[src/ranger_params.svh]
// Offsets, reset values, field positions and timing counts of the ranger control block
`ifndef RANGER_PARAMS_SVH
`define RANGER_PARAMS_SVH

// ----------------------------------------------------------------------
// Register offsets (seven-bit pointer space)
// ----------------------------------------------------------------------
`define REG_MEASURE_CMD      7'h00
`define REG_STATUS           7'h01
`define REG_MAX_COUNT        7'h02
`define REG_ACQ_SETUP        7'h04
`define REG_DIST_HIGH        7'h0f
`define REG_DIST_LOW         7'h10
`define REG_SERIAL_UPPER     7'h16
`define REG_SERIAL_LOWER     7'h17
`define REG_UNLOCK_UPPER     7'h18
`define REG_UNLOCK_LOWER     7'h19
`define REG_ALT_ADDR         7'h1a
`define REG_LEVEL_OVERRIDE   7'h1c
`define REG_ADDR_CTRL        7'h1e
`define REG_RX_SHUTDOWN      7'h65

// ----------------------------------------------------------------------
// Reset values and field positions
// ----------------------------------------------------------------------
`define RST_MAX_COUNT        8'hff
`define RST_ACQ_SETUP        8'h08
`define RST_LEVEL_OVERRIDE   8'h00
`define RST_ADDR_CTRL        8'h00
`define RST_RX_SHUTDOWN      8'h00
`define DEFAULT_BUS_ADDR     7'h62
`define QUICK_TERM_OFF_BIT   3
`define DEFAULT_ADDR_OFF_BIT 3
`define RX_OFF_BIT           1
`define STATUS_BUSY_BIT      0
`define AUTO_INC_BIT         7
`define INVALID_DISTANCE     16'h0001
`define CAL_PERIOD           3'h4

// ----------------------------------------------------------------------
// Timing
// ----------------------------------------------------------------------
`define CLK_MHZ              100
`define STARTUP_MS           22
`define STARTUP_CYCLES       (`STARTUP_MS * 1000 * `CLK_MHZ)
`define PULSE_US_PER_CM      10
`define CYC_PER_CM           (`PULSE_US_PER_CM * `CLK_MHZ)
`define RX_SETTLE_US         5
`define RX_SETTLE_CYCLES     (`RX_SETTLE_US * `CLK_MHZ)

`endif

[src/ranger_pkg.sv]
// Types shared by the ranger control block
package ranger_pkg;

  // Serial slave bus states
  typedef enum logic [2:0] {
    ST_IDLE, ST_ADDR, ST_ACK_ADDR, ST_WDATA, ST_ACK_W, ST_RDATA, ST_ACK_R
  } bus_state_t;

  // Measurement sequencer states
  typedef enum logic [2:0] {
    M_BOOT, M_IDLE, M_WAKE, M_CAL, M_CLEAR, M_ACQ, M_EVAL, M_PULSE
  } meas_state_t;

  // Results from the analog front end, same clock
  typedef struct packed {
    logic        cal_done;
    logic        acq_done;
    logic        peak_saturated;
    logic        peak_predict;
    logic [15:0] peak;
    logic [15:0] noise_floor;
    logic [15:0] target_cm;
  } afe_result_t;

  // Controls towards the analog front end
  typedef struct packed {
    logic rx_power_down;
    logic cal_start;
    logic record_clear;
    logic acq_start;
  } afe_ctrl_t;

  // Whole state of the control block
  typedef struct packed {
    logic        scl_m;
    logic        scl_s;
    logic        scl_d;
    logic        sda_m;
    logic        sda_s;
    logic        sda_d;
    logic        pin_m;
    logic        pin_s;
    bus_state_t  bst;
    logic [3:0]  bcnt;
    logic [7:0]  shift;
    logic        rw;
    logic        first;
    logic        nack;
    logic        sda_low;
    logic [7:0]  ptr;
    logic [7:0]  max_count;
    logic [7:0]  acq_setup;
    logic [7:0]  level_override;
    logic [7:0]  addr_ctrl;
    logic [7:0]  alt_addr;
    logic [7:0]  unlock_hi;
    logic [7:0]  unlock_lo;
    logic [7:0]  rx_shutdown;
    meas_state_t mst;
    logic [21:0] boot_cnt;
    logic [9:0]  settle;
    logic [8:0]  acq_cnt;
    logic [2:0]  since_cal;
    logic        from_pin;
    logic [15:0] distance;
    logic [15:0] cm_left;
    logic [9:0]  tick;
    logic        pin_drive;
    logic        rx_off;
    logic        cal_start;
    logic        clear_rec;
    logic        acq_start;
  } core_state_t;

endpackage
[src/laser_ranger_control_interface.sv]
// Serial slave, register bank, measurement sequencer and trigger pin of the ranger
//
// How it works
// - After reset, self-test and defaults, then accept measurements only after 22 ms.
// - Answer as serial slave at address 0x62 (bytes 0xC4 write, 0xC5 read).
// - Ignore general call; ten-bit addressing is not supported.
// - Slave works with bus clocks up to 400 kHz.
// - First data byte sets pointer; its top bit enables pointer auto-increment.
// - Any non-zero write to offset 0x00 starts a measurement.
// - Status bit 0 is high while measuring, low on completion.
// - Distance is unsigned 16-bit centimetres, high byte 0x0f, low 0x10.
// - Calibrate receiver and zero delay before measuring, repeated every few measurements.
// - Accumulate acquisitions until peak saturates or count in 0x02 reached.
// - Valid only if peak beats noise-derived threshold; else report 1 cm.
// - Clear the correlation record at the start of each measurement.
// - With bit 3 of 0x04 clear, stop early on predicted saturation.
// - Non-zero 0x1c replaces the adaptive test with a fixed threshold.
// - Serial unlock, new address at 0x1a, 0x08 to 0x1e drops default.
// - Alternate address is lost on power cycle; default answers again.
// - Bit 1 of 0x65 switches receiver off; it settles before measuring.
// - Trigger pin idles released; host pulling it low starts a measurement.
// - After a pin measurement, drive pin high 10 us per centimetre.
// - Pin held low repeats measurements, giving a continuous pulse train.
`timescale 1ns/1ps
`default_nettype none
`include "ranger_params.svh"

module laser_ranger_control_interface #(
  parameter int unsigned  STARTUP_CYCLES = `STARTUP_CYCLES,
  parameter logic [15:0] SERIAL_NUMBER  = 16'h1234  // Arbitrary value
) (
  // Clock and reset
  input  wire logic                    i_core_clk,
  input  wire logic                    i_reset,
  // Serial bus pins
  input  wire logic                    i_scl_in,
  input  wire logic                    i_sda_in,
  output logic                         o_sda_out,
  output logic                         o_sda_oe_n,
  // Trigger pin
  input  wire logic                    i_pin_in,
  output logic                         o_pin_out,
  output logic                         o_pin_oe_n,
  // Analog front end
  input  wire ranger_pkg::afe_result_t i_afe,
  output ranger_pkg::afe_ctrl_t        o_afe
);
  import ranger_pkg::*;

  // ----------------------------------------------------------------------
  // Declarations
  // ----------------------------------------------------------------------
  localparam core_state_t RESET_STATE = '{
    scl_m: 1'b1, scl_s: 1'b1, scl_d: 1'b1, sda_m: 1'b1, sda_s: 1'b1, sda_d: 1'b1,
    pin_m: 1'b1, pin_s: 1'b1, bst: ST_IDLE, mst: M_BOOT,
    max_count: `RST_MAX_COUNT, acq_setup: `RST_ACQ_SETUP,
    level_override: `RST_LEVEL_OVERRIDE, addr_ctrl: `RST_ADDR_CTRL,
    rx_shutdown: `RST_RX_SHUTDOWN, default: '0};

  core_state_t cur;
  core_state_t next_cur;
  logic        scl_rise;
  logic        scl_fall;
  logic        bus_start;
  logic        bus_stop;
  logic        addr_hit;
  logic        peak_valid;
  logic        busy;

  // ----------------------------------------------------------------------
  // Functions
  // ----------------------------------------------------------------------
  // Register read decode; unmapped offsets read as zero
  function automatic logic [7:0] read_reg(input logic [6:0] a, input core_state_t s,
                                          input logic bsy);
    case (a)
      `REG_STATUS:         read_reg = {7'h00, bsy};
      `REG_MAX_COUNT:      read_reg = s.max_count;
      `REG_ACQ_SETUP:      read_reg = s.acq_setup;
      `REG_DIST_HIGH:      read_reg = s.distance[15:8];
      `REG_DIST_LOW:       read_reg = s.distance[7:0];
      `REG_SERIAL_UPPER:   read_reg = SERIAL_NUMBER[15:8];
      `REG_SERIAL_LOWER:   read_reg = SERIAL_NUMBER[7:0];
      `REG_ALT_ADDR:       read_reg = s.alt_addr;
      `REG_LEVEL_OVERRIDE: read_reg = s.level_override;
      `REG_ADDR_CTRL:      read_reg = s.addr_ctrl;
      `REG_RX_SHUTDOWN:    read_reg = s.rx_shutdown;
      default:             read_reg = 8'h00;
    endcase
  endfunction

  // Validity test: fixed threshold when overridden, else 1.5 x noise floor
  function automatic logic peak_beats(input logic [15:0] pk, input logic [15:0] nf,
                                      input logic [7:0] ovr);
    logic [16:0] adaptive;
    adaptive = {1'b0, nf} + {2'b00, nf[15:1]};
    if (ovr != 8'h00) begin
      peak_beats = (pk > {8'h00, ovr});
    end else begin
      peak_beats = ({1'b0, pk} > adaptive);
    end
  endfunction

  // ----------------------------------------------------------------------
  // Pin conditions seen through the synchronisers
  // ----------------------------------------------------------------------
  // Edges sampled at 100 MHz keep up with 400 kHz bus clocks
  assign scl_rise  = cur.scl_s & ~cur.scl_d;
  assign scl_fall  = ~cur.scl_s & cur.scl_d;
  assign bus_start = cur.scl_s & cur.scl_d & ~cur.sda_s & cur.sda_d;
  assign bus_stop  = cur.scl_s & cur.scl_d & cur.sda_s & ~cur.sda_d;
  assign busy      = (cur.mst != M_IDLE) && (cur.mst != M_BOOT);
  assign peak_valid = peak_beats(i_afe.peak, i_afe.noise_floor, cur.level_override);

  // Address match: default unless disabled, plus a non-zero alternate;
  // address zero (general call) and 11110xx never match
  assign addr_hit =
    ((cur.shift[7:1] == `DEFAULT_BUS_ADDR) && !cur.addr_ctrl[`DEFAULT_ADDR_OFF_BIT]) ||
    ((cur.alt_addr[6:0] != 7'h00) && (cur.alt_addr[6:3] != 4'hf) &&
     (cur.shift[7:1] == cur.alt_addr[6:0]));

  // ----------------------------------------------------------------------
  // Next state
  // ----------------------------------------------------------------------
  always_comb begin
    logic       wr_en;
    logic       load_rd;
    logic       meas_req;
    logic       pin_req;
    logic [7:0] rd;
    logic [8:0] cnt_inc;
    wr_en    = 1'b0;
    load_rd  = 1'b0;
    meas_req = 1'b0;
    pin_req  = 1'b0;
    rd       = 8'h00;
    cnt_inc  = cur.acq_cnt + 9'h001;
    next_cur = cur;
    next_cur.cal_start = 1'b0;
    next_cur.clear_rec = 1'b0;
    next_cur.acq_start = 1'b0;

    // Two-flop synchronisers, then a delayed copy for edges
    next_cur.scl_m = i_scl_in;
    next_cur.scl_s = cur.scl_m;
    next_cur.scl_d = cur.scl_s;
    next_cur.sda_m = i_sda_in;
    next_cur.sda_s = cur.sda_m;
    next_cur.sda_d = cur.sda_s;
    next_cur.pin_m = i_pin_in;
    next_cur.pin_s = cur.pin_m;

    // Serial slave bit engine
    if (bus_start) begin
      next_cur.bst     = ST_ADDR;
      next_cur.bcnt    = 4'h0;
      next_cur.first   = 1'b1;
      next_cur.sda_low = 1'b0;
    end else if (bus_stop) begin
      next_cur.bst     = ST_IDLE;
      next_cur.sda_low = 1'b0;
    end else if (scl_rise) begin
      case (cur.bst)
        ST_ADDR, ST_WDATA: begin
          next_cur.shift = {cur.shift[6:0], cur.sda_s};
          next_cur.bcnt  = cur.bcnt + 4'h1;
        end
        ST_ACK_R: next_cur.nack = cur.sda_s;
        default: ;
      endcase
    end else if (scl_fall) begin
      case (cur.bst)
        ST_ADDR: begin
          if (cur.bcnt == 4'h8) begin
            if (addr_hit) begin
              next_cur.bst     = ST_ACK_ADDR;
              next_cur.sda_low = 1'b1;
              next_cur.rw      = cur.shift[0];
            end else begin
              next_cur.bst = ST_IDLE;
            end
          end
        end
        ST_ACK_ADDR: begin
          if (cur.rw) begin
            load_rd = 1'b1;
          end else begin
            next_cur.bst     = ST_WDATA;
            next_cur.bcnt    = 4'h0;
            next_cur.sda_low = 1'b0;
          end
        end
        ST_WDATA: begin
          if (cur.bcnt == 4'h8) begin
            next_cur.bst     = ST_ACK_W;
            next_cur.sda_low = 1'b1;
            if (cur.first) begin
              next_cur.ptr   = cur.shift;
              next_cur.first = 1'b0;
            end else begin
              wr_en = 1'b1;
              if (cur.ptr[`AUTO_INC_BIT]) begin
                next_cur.ptr = {1'b1, cur.ptr[6:0] + 7'h01};
              end
            end
          end
        end
        ST_ACK_W: begin
          next_cur.bst     = ST_WDATA;
          next_cur.bcnt    = 4'h0;
          next_cur.sda_low = 1'b0;
        end
        ST_RDATA: begin
          if (cur.bcnt == 4'h8) begin
            next_cur.bst     = ST_ACK_R;
            next_cur.sda_low = 1'b0;
          end else begin
            next_cur.sda_low = ~cur.shift[7];
            next_cur.shift   = {cur.shift[6:0], 1'b0};
            next_cur.bcnt    = cur.bcnt + 4'h1;
          end
        end
        ST_ACK_R: begin
          if (cur.nack) begin
            next_cur.bst     = ST_IDLE;
            next_cur.sda_low = 1'b0;
          end else begin
            load_rd = 1'b1;
          end
        end
        default: next_cur.bst = ST_IDLE;
      endcase
    end

    // Load a read byte and put its top bit on the line
    if (load_rd) begin
      rd                = read_reg(cur.ptr[6:0], cur, busy);
      next_cur.bst      = ST_RDATA;
      next_cur.bcnt     = 4'h1;
      next_cur.sda_low  = ~rd[7];
      next_cur.shift    = {rd[6:0], 1'b0};
      if (cur.ptr[`AUTO_INC_BIT]) begin
        next_cur.ptr = {1'b1, cur.ptr[6:0] + 7'h01};
      end
    end

    // Register writes and their side effects
    if (wr_en) begin
      case (cur.ptr[6:0])
        `REG_MEASURE_CMD:    meas_req = (cur.shift != 8'h00);
        `REG_MAX_COUNT:      next_cur.max_count = cur.shift;
        `REG_ACQ_SETUP:      next_cur.acq_setup = cur.shift;
        `REG_UNLOCK_UPPER:   next_cur.unlock_hi = cur.shift;
        `REG_UNLOCK_LOWER:   next_cur.unlock_lo = cur.shift;
        `REG_ALT_ADDR: begin
          if ({cur.unlock_hi, cur.unlock_lo} == SERIAL_NUMBER) begin
            next_cur.alt_addr = cur.shift;
          end
        end
        `REG_LEVEL_OVERRIDE: next_cur.level_override = cur.shift;
        `REG_ADDR_CTRL:      next_cur.addr_ctrl = cur.shift;
        `REG_RX_SHUTDOWN:    next_cur.rx_shutdown = cur.shift;
        default: ;
      endcase
    end

    // Receiver power: off only while idle, settle time reloaded meanwhile
    next_cur.rx_off = cur.rx_shutdown[`RX_OFF_BIT] && (cur.mst == M_IDLE);
    if (cur.rx_off) begin
      next_cur.settle = 10'(`RX_SETTLE_CYCLES);
    end else if (cur.settle != 10'h000) begin
      next_cur.settle = cur.settle - 10'h001;
    end

    // Pin held low by the host, seen only when the device is not driving
    pin_req = ~cur.pin_s & ~cur.pin_drive;

    // Measurement sequencer
    case (cur.mst)
      M_BOOT: begin
        if (cur.boot_cnt == 22'(STARTUP_CYCLES - 1)) begin
          next_cur.mst = M_IDLE;
        end else begin
          next_cur.boot_cnt = cur.boot_cnt + 22'h000001;
        end
      end
      M_IDLE: begin
        if (meas_req) begin
          next_cur.from_pin = 1'b0;
          next_cur.mst      = M_WAKE;
        end else if (pin_req) begin
          next_cur.from_pin = 1'b1;
          next_cur.mst      = M_WAKE;
        end
      end
      M_WAKE: begin
        if (cur.settle == 10'h000) begin
          if (cur.since_cal == 3'h0) begin
            next_cur.mst       = M_CAL;
            next_cur.cal_start = 1'b1;
          end else begin
            next_cur.mst       = M_CLEAR;
            next_cur.clear_rec = 1'b1;
          end
        end
      end
      M_CAL: begin
        if (i_afe.cal_done) begin
          next_cur.since_cal = `CAL_PERIOD;
          next_cur.mst       = M_CLEAR;
          next_cur.clear_rec = 1'b1;
        end
      end
      M_CLEAR: begin
        next_cur.acq_cnt   = 9'h000;
        next_cur.acq_start = 1'b1;
        next_cur.mst       = M_ACQ;
      end
      M_ACQ: begin
        if (i_afe.acq_done) begin
          next_cur.acq_cnt = cnt_inc;
          if (i_afe.peak_saturated || (cnt_inc >= {1'b0, cur.max_count}) ||
              (!cur.acq_setup[`QUICK_TERM_OFF_BIT] && i_afe.peak_predict)) begin
            next_cur.mst = M_EVAL;
          end else begin
            next_cur.acq_start = 1'b1;
          end
        end
      end
      M_EVAL: begin
        next_cur.distance = peak_valid ? i_afe.target_cm : `INVALID_DISTANCE;
        if (cur.since_cal != 3'h0) begin
          next_cur.since_cal = cur.since_cal - 3'h1;
        end
        if (cur.from_pin && (next_cur.distance != 16'h0000)) begin
          next_cur.mst       = M_PULSE;
          next_cur.pin_drive = 1'b1;
          next_cur.cm_left   = next_cur.distance;
          next_cur.tick      = 10'h000;
        end else begin
          next_cur.mst = M_IDLE;
        end
      end
      M_PULSE: begin
        if (cur.tick == 10'(`CYC_PER_CM - 1)) begin
          next_cur.tick    = 10'h000;
          next_cur.cm_left = cur.cm_left - 16'h0001;
          if (cur.cm_left == 16'h0001) begin
            next_cur.pin_drive = 1'b0;
            next_cur.mst       = M_IDLE;
          end
        end else begin
          next_cur.tick = cur.tick + 10'h001;
        end
      end
      default: next_cur.mst = M_IDLE;
    endcase
  end

  // ----------------------------------------------------------------------
  // State register; alternate address clears on every reset
  // ----------------------------------------------------------------------
  always_ff @(posedge i_core_clk or posedge i_reset) begin
    if (i_reset) begin
      cur <= RESET_STATE;
    end else begin
      cur <= next_cur;
    end
  end

  // ----------------------------------------------------------------------
  // Outputs
  // ----------------------------------------------------------------------
  assign o_sda_out  = 1'b0;
  assign o_sda_oe_n = ~cur.sda_low;
  assign o_pin_out  = 1'b1;
  assign o_pin_oe_n = ~cur.pin_drive;
  assign o_afe      = '{rx_power_down: cur.rx_off, cal_start: cur.cal_start,
                        record_clear: cur.clear_rec, acq_start: cur.acq_start};
endmodule
`default_nettype wire

[config.mk]
export PLATFORM = sky130hd
export DESIGN_NAME = laser_ranger_control_interface
export DESIGN_NICKNAME = d
export VERILOG_FILES = /design/src/ranger_pkg.sv /design/src/laser_ranger_control_interface.sv
export VERILOG_INCLUDE_DIRS = /design/src
export SDC_FILE = /design/constraint.sdc
export NUM_CORES = 1
export LEC_CHECK = 0
export BUFFER_PORTS_ARGS = -buffer_cell sky130_fd_sc_hd__buf_2
export CAP_MARGIN = 25
export CORE_UTILIZATION = 41
export CTS_CLUSTER_SIZE = 24
export DETAILED_ROUTE_END_ITERATION = 10
export HOLD_SLACK_MARGIN = 0.03
export SYNTH_ARGS = -nofsm -noshare
export SYNTH_HDL_FRONTEND = slang
export SYNTH_SLANG_ARGS = --single-unit
export TNS_END_PERCENT = 50
[constraint.sdc]
create_clock -name i_core_clk -period 6 [get_ports i_core_clk]
set_input_delay 0.9 -clock i_core_clk [delete_from_list [all_inputs] [get_ports i_core_clk]]
set_output_delay 0.9 -clock i_core_clk [all_outputs]
set_load 0.01 [all_outputs]
==> results of run 1 <==
worst paths after layout:
kind                       depth (start not counted)  slack, ns  startpoint  endpoint
hold reg to reg                                    0       0.36    cur[190]  cur[189]
min in group asynchronous                          2       0.42     i_reset  cur[109]
hold / removal                                     0       0.36    cur[190]  cur[189]
max in group asynchronous                          3       4.29     i_reset  o_afe[2]
setup / recovery                                  19       1.04   i_afe[17]   cur[24]
setup reg to reg                                   7       2.57    cur[191]  cur[134]
registers in the layout, indices dropped and copies added (netlist names):
signal  cells
cur       190
o_afe       4
routing by layer:
layer,wire (µm),track usage,share of wire
met1,13400,0.289,0.48
met5,0,0,0
met3,858,0.0254,0.031
met2,13300,0.331,0.47
met4,399,0.0584,0.014
through the flow:
stage | setup WS, ns | cells | hold slack [ns] | cell area [µm²] | power [W]
floorplan | 1.31 | 1217 | 0.345 | 11500 | 0.00211
global placement | 0.735 | 1604 | 0.346 | 12100 | 0.00230
detailed placement | 0.619 | 1604 | 0.347 | 12100 | 0.00232
CTS | 1.07 | 1636 | 0.358 | 12700 | 0.00352
global route | 0.639 | 1636 | 0.363 | 12700 | 0.00368
finish | 1.04 | 1636 | 0.357 | 12700 | 0.00348
power groups by stage:
| stage | clock [W] | sequential [W] | combinational (W) |
|---|---|---|---|
| global route | 0.00127 | 0.00161 | 0.000806 |
| floorplan | 0 | 0.00153 | 0.000577 |
| CTS | 0.00122 | 0.00158 | 0.000711 |
| global placement | 0 | 0.00161 | 0.000696 |
| finish | 0.00119 | 0.00159 | 0.000704 |
| detailed placement | 0 | 0.00161 | 0.000707 |
logic make-up (layout without fill, tap and decap cells):
kind of cell	after synthesis	count (layout)	synth area share
and+or+nand+nor	437	437	0.193
AOI/OAI and AO/OA	302	302	0.173
DFF	194	194	0.426
buffers and inverters	103	150	0.0363
adders and majority gates	67	67	0.0738
xor gates and xnor gates	58	58	0.0443
muxes	54	54	0.0527
other	2	2	0.000655
worst max-delay path, stage by stage:
cell and delay [ns]:
buf_2 0.12, ha_1 0.22, fa_1 0.43, a211o_1 0.30, a21oi_1 0.19, o32a_1 0.24
nand2b_1 0.07, a21oi_1 0.20, o21ai_0 0.12, xor2_1 0.16, ha_1 0.31, a21oi_1 0.14
nor2b_1 0.05, a2111oi_0 0.41, o211ai_1 0.23, a211oi_2 0.36, nor2_1 0.28, or3_1 0.40
a22oi_1 0.17
placed cells by master, fill, tap and decap left out, types with 21 or more instances in the layout:
cell type  synthesis  final
nand4_1           21     21
xor2_1            24     24
mux2_2            51     51
nand2_1          154    154
nor2_1            72     72
dfrtp_1          177    177
a21oi_1           61     61
o21ai_0           93     93
nand3_1           46     46
buf_2              5     62
ha_1              66     66
inv_1             50     49
nor3_1            28     28
xnor2_1           34     34
area by class of cell:
class	instances	area (µm²)
Fill cell	2648	14500
Multi-Input combinational cell	920	6170
Sequential cell	194	4880
Tap cell	372	465
Clock buffer	17	425
Timing Repair Buffer	68	368
Clock inverter	15	198
Inverter	50	191
==> impl_metrics.csv, run 1 <==
group,metric,value,unit
setup_path,worstSetupEndpointType,"register",
die,die_x,169,µm
clocking,cts_buffers,17,
clocking,post_cts_buffers,0,
die,coreArea,27200,µm²
logic_synthesis,syn_inst,1217,
logic_synthesis,synth-edff-count,0,
clocking,cts_buffer_depth,2,
logic_synthesis,syn_avg_cell_area,9.41,µm²
setup_path,path_max_fanout,13,
logic_synthesis,synth_ff_type,"dfrtp_1",
timing,tns,0,ns
cells_and_area,drive_above_1_share,0.149,
cells_and_area,post-route-util,0.467,
cells_and_area,area_growth,10.8,%
placement,dp_hpwl,20200,µm
timing,worst_pin_slew,1.02,ns
power_and_ir_drop,switching_share,0.326,
clocking,cts_tree,"built",
clocking,hold_buffers,0,
die,dieArea,28600,µm²
die,top_level_ports,65,
timing,drv_slew,0,
setup_path,worstPathRequired,6.36,ns
routing,vias,9160,
clocking,htree_levels,4,
clocking,cts_sinks,194,
power_and_ir_drop,seqPwrFrac,0.456,
routing,vias_per_cell,5.60,
timing,setup_viol,0,
grt,grt_max_degree,183,
setup_path,critPathKind,"in2reg",
timing,clock_skew,0.0122,ns
logic_synthesis,syn_area,11500,µm²
routing,drt-initial-drc-count,576,
placement,gp_congestion,0.902,
logic_synthesis,ys_seq_elements,194,
timing,min_period,4.96,ns
power_and_ir_drop,switchingPower,0.00114,W
power_and_ir_drop,p_int,0.00235,W
grt,grt_pass1_wl,46800,µm
power_and_ir_drop,p_leak,5.68,nW
logic_synthesis,synth_top_area_frac,0.387,
routing,wire_per_inst,17.1,µm
power_and_ir_drop,vdd_drop_max,153,µV
grt,antenna_found_initial,0,
flow_run,cap_viol_max_count,0,
placement,numPortBuffers,62,
run_status,outcome,"finished clean",
die,start_util,0.422,
worst_hold_path,hold_path_class,"reg2reg",
logic_synthesis,yosys.area.top_type,"dfrtp_1",
setup_path,crit_path_start_kind,"input pin",
clocking,clock_latency,0.44,ns
setup_path,cp_data_arrival_time,5.32,ns
clocking,cts_resized,0,
die,die_h,169,µm
timing,timing.fmax,202,MHz
grt,grt_pass1_vias,8892,
clocking,root_buffer,"clkbuf_16",
power_and_ir_drop,power.density,275,nW/µm²
timing,slew_headroom,0.321,
cells_and_area,nets,1375,
logic_synthesis,synth_cell_types,76,
timing,hold_violations,0,
logic_synthesis,ys_seq_area_frac,0.426,
timing,rsz0062_at_grt,"false",
logic_synthesis,synth_most_common_cell,"dfrtp_1",
routing,drt_pass1_iterations,6,
grt,gr-total-overflow,0,
cells_and_area,antenna_cells,0,
routing,final_antenna_net_count,0,
logic_synthesis,syn_nets,1341,
logic_synthesis,yosysWarnings,0,
logic_synthesis,synthTopCellsByArea,"dfrtp_1 39%, ha_1 7.2%, nand2_1 5.0%, mux2_2 5.0%, o21ai_0 4.1%",
routing,routed_wl,27900,µm
routing,drc_errors,0,
logic_synthesis,synth_commonest_cells,"177 x dfrtp_1, 154 x nand2_1, 93 x o21ai_0",
logic_synthesis,synthArstFlopShare,1.00,
power_and_ir_drop,power_frac_comb,0.202,
clocking,clk_pin_slew,0.08,ns
grt,gr-usage-all-layers,0.205,
power_and_ir_drop,pwr-share-clk,0.342,
die,rows,60,
timing,finalCritPeriodShare,0.827,
(Power assumes the default switching activity.)
==> run 2, diff against run 1 <==
clock period = 4.14 ns   (was 6 ns; I/O delays follow)
==> run 2 against run 1 <==
Clock-buffer cell count did not move; flip-flop and latch count did not move; worst hold slack got worse by 0.074 ns; non-clock buffer count rose by 55; via count rose by 3.9%; combinational power rose by 63%; critical path type unchanged; largest cell class unchanged; largest power group unchanged.
==> impl_metrics.csv, run 2 (synthesis results as in run 1) <==
group,metric,value,unit
grt,gr-total-overflow,0,
clocking,cts_buffer_depth,2,
grt,gr-usage-all-layers,0.211,
cells_and_area,largest_register_ff_count,190,
timing,timing.fmax,248,MHz
cells_and_area,multi_input_area,6290,µm²
cells_and_area,layout_common_cells,"177 x dfrtp_1, 153 x nand2_1, 89 x o21ai_0, 70 x nor2_1, 63 x ha_1",
clocking,root_buffer,"clkbuf_16",
placement,place_area,12400,µm²
clocking,cts_sinks,194,
setup_path,worstPathRequired,4.45,ns
timing,drv_slew,0,
timing,hold_violations,0,
power_and_ir_drop,total_power,0.00513,W
clocking,cts_buffers,17,
timing,clock_skew,0.0103,ns
grt,grt_pass1_wl,47800,µm
timing,finalCritPeriodShare,0.974,
routing,vias,9515,
cells_and_area,register_area,4880,µm²
cells_and_area,fillers,2598,
cells_and_area,largest_register,"cur",
flow_run,cap_viol_max_count,0,
setup_path,crit_family,"compound AO/OA/AOI/OAI gates",
placement,numPortBuffers,62,
worst_hold_path,hold_path_class,"in2reg",
grt,grt_pass1_vias,9143,
cells_and_area,post-route-util,0.488,
cells_and_area,drive_above_1_share,0.202,
setup_path,worstSetupEndpointType,"register",
die,die_x,169,µm
timing,slew_headroom,0.418,
worst_hold_path,hp-start,"i_scl_in",
setup_path,path_max_fanout,4,
cells_and_area,final_cell_area,13300,µm²
die,coreArea,27200,µm²
cells_and_area,mostFrequentLayoutCell,"dfrtp_1",
cells_and_area,antenna_cells,0,
timing,worst_pin_slew,0.864,ns
die,dieArea,28600,µm²
cells_and_area,area_growth,15.7,%
die,top_level_ports,65,
power_and_ir_drop,p_leak,5.96,nW
timing,holdWs,0.283,ns
grt,grt_max_degree,75,
clocking,clk_pin_slew,0.07,ns
setup_path,critical_path.cell_chain,"buf_2, ha_1, o21a_1, o21ai_0, o21bai_2, a21oi_2, a41o_1, o41ai_2, xor2_1, ha_1, buf_6, buf_4, nand4_1, nor2_1, nand2_1, o2111a_1, a211oi_2, buf_4, nor2_4, buf_6, a21oi_2, or3_1",
placement,dp_hpwl,21300,µm
setup_path,cp_data_arrival_time,4.34,ns
die,rows,60,
timing,setup_viol,0,
routing,routed_wl,29200,µm
power_and_ir_drop,vdd_drop_max,284,µV
clocking,clock_latency,0.44,ns
setup_path,crit_path_start_kind,"input pin",
routing,wire_per_inst,17.3,µm
routing,drt_pass1_iterations,7,
routing,vias_per_cell,5.63,
power_and_ir_drop,power.density,387,nW/µm²
setup_path,startpoint,"i_afe[21]",
routing,drc_errors,0,
setup_path,cpMaxStageDelayCell,"or3_1",
run_status,outcome,"finished clean",
clocking,cts_tree,"built",
setup_path,critPathKind,"in2reg",
die,die_h,169,µm
die,start_util,0.422,
clocking,htree_levels,4,
timing,rsz0062_at_grt,"true",
routing,drt-initial-drc-count,617,
placement,gp_congestion,0.932,
cells_and_area,nets,1430,
grt,antenna_found_initial,1,
setup_path,slowest_delay,0.37,ns
routing,final_antenna_net_count,0,
setup_path,path_buf_inv,5,
setup_path,r2r-start,"cur[191]",
timing,min_period,4.03,ns
run 2: changes by cell type in the layout (fill, tap and decap cells not counted), moves of 2 or more:
cell	previous run	this run
a21oi_2	0	9
buf_4	5	53
ha_4	0	2
buf_2	62	60
nor2_1	72	70
o21ai_1	0	3
ha_1	66	63
a21oi_1	61	52
buf_6	0	7
o21ai_0	93	89
run 2: per-layer routing:
layer	wire length [µm]	share of wire	GRT usage
met5	9	0.00031	0
met4	539	0.018	0.0685
met3	1350	0.046	0.0275
met2	13700	0.47	0.338
met1	13700	0.47	0.296
run 2: what timing repair did:
action | in CTS | in global routing
gates cloned | 0 | 1
pin swaps | 2 | 24
endpoints found under the setup margin | 19 | 45
hold buffers | 0 | 0
hold endpoints to repair | 0 | 0
resized for setup | 3 | 42
buffers inserted | 0 | 6
run 2: per-stage QoR:
step	std cells	setup WS [ns]	setup TNS, ns
6_report	1691	0.109	0
4_1_cts	1684	0.0239	0
5_1_grt	1691	-0.100	-0.502
3_5_place_dp	1652	-0.557	-18.63
3_3_place_gp	1652	-0.463	-14.83
2_1_floorplan	1217	-0.272	-3.88
run 2: area by class of cell:
| type | count | share of cell area |
|---|---|---|
| repair buffers | 123 | 0.0628 |
| flip-flops and latches | 194 | 0.368 |
| clock buffers | 17 | 0.0321 |
| well taps | 372 | 0.0351 |
| multi-input cells | 920 | 0.475 |
| inverters | 50 | 0.0144 |
| clock inverters | 15 | 0.0129 |
run 2: power by group:
group          switching, W  internal [W]  total, W  leakage (nW)
logic              0.000656      0.000496   0.00115          3.14
clock network      0.000811      0.000862   0.00167         0.282
registers          0.000236       0.00207   0.00230          2.54
run 2: worst paths after layout:
kind | to | slack, ns | depth (start not counted)
worst max-delay path | cur[93] | 0.11 | 22
worst min-delay path | cur[193] | 0.28 | 1
worst max register to register | cur[131] | 0.98 | 8
worst min register to register | cur[192] | 0.36 | 0
max in group asynchronous | cur[187] | 2.96 | 3
min in group asynchronous | cur[118] | 0.32 | 2
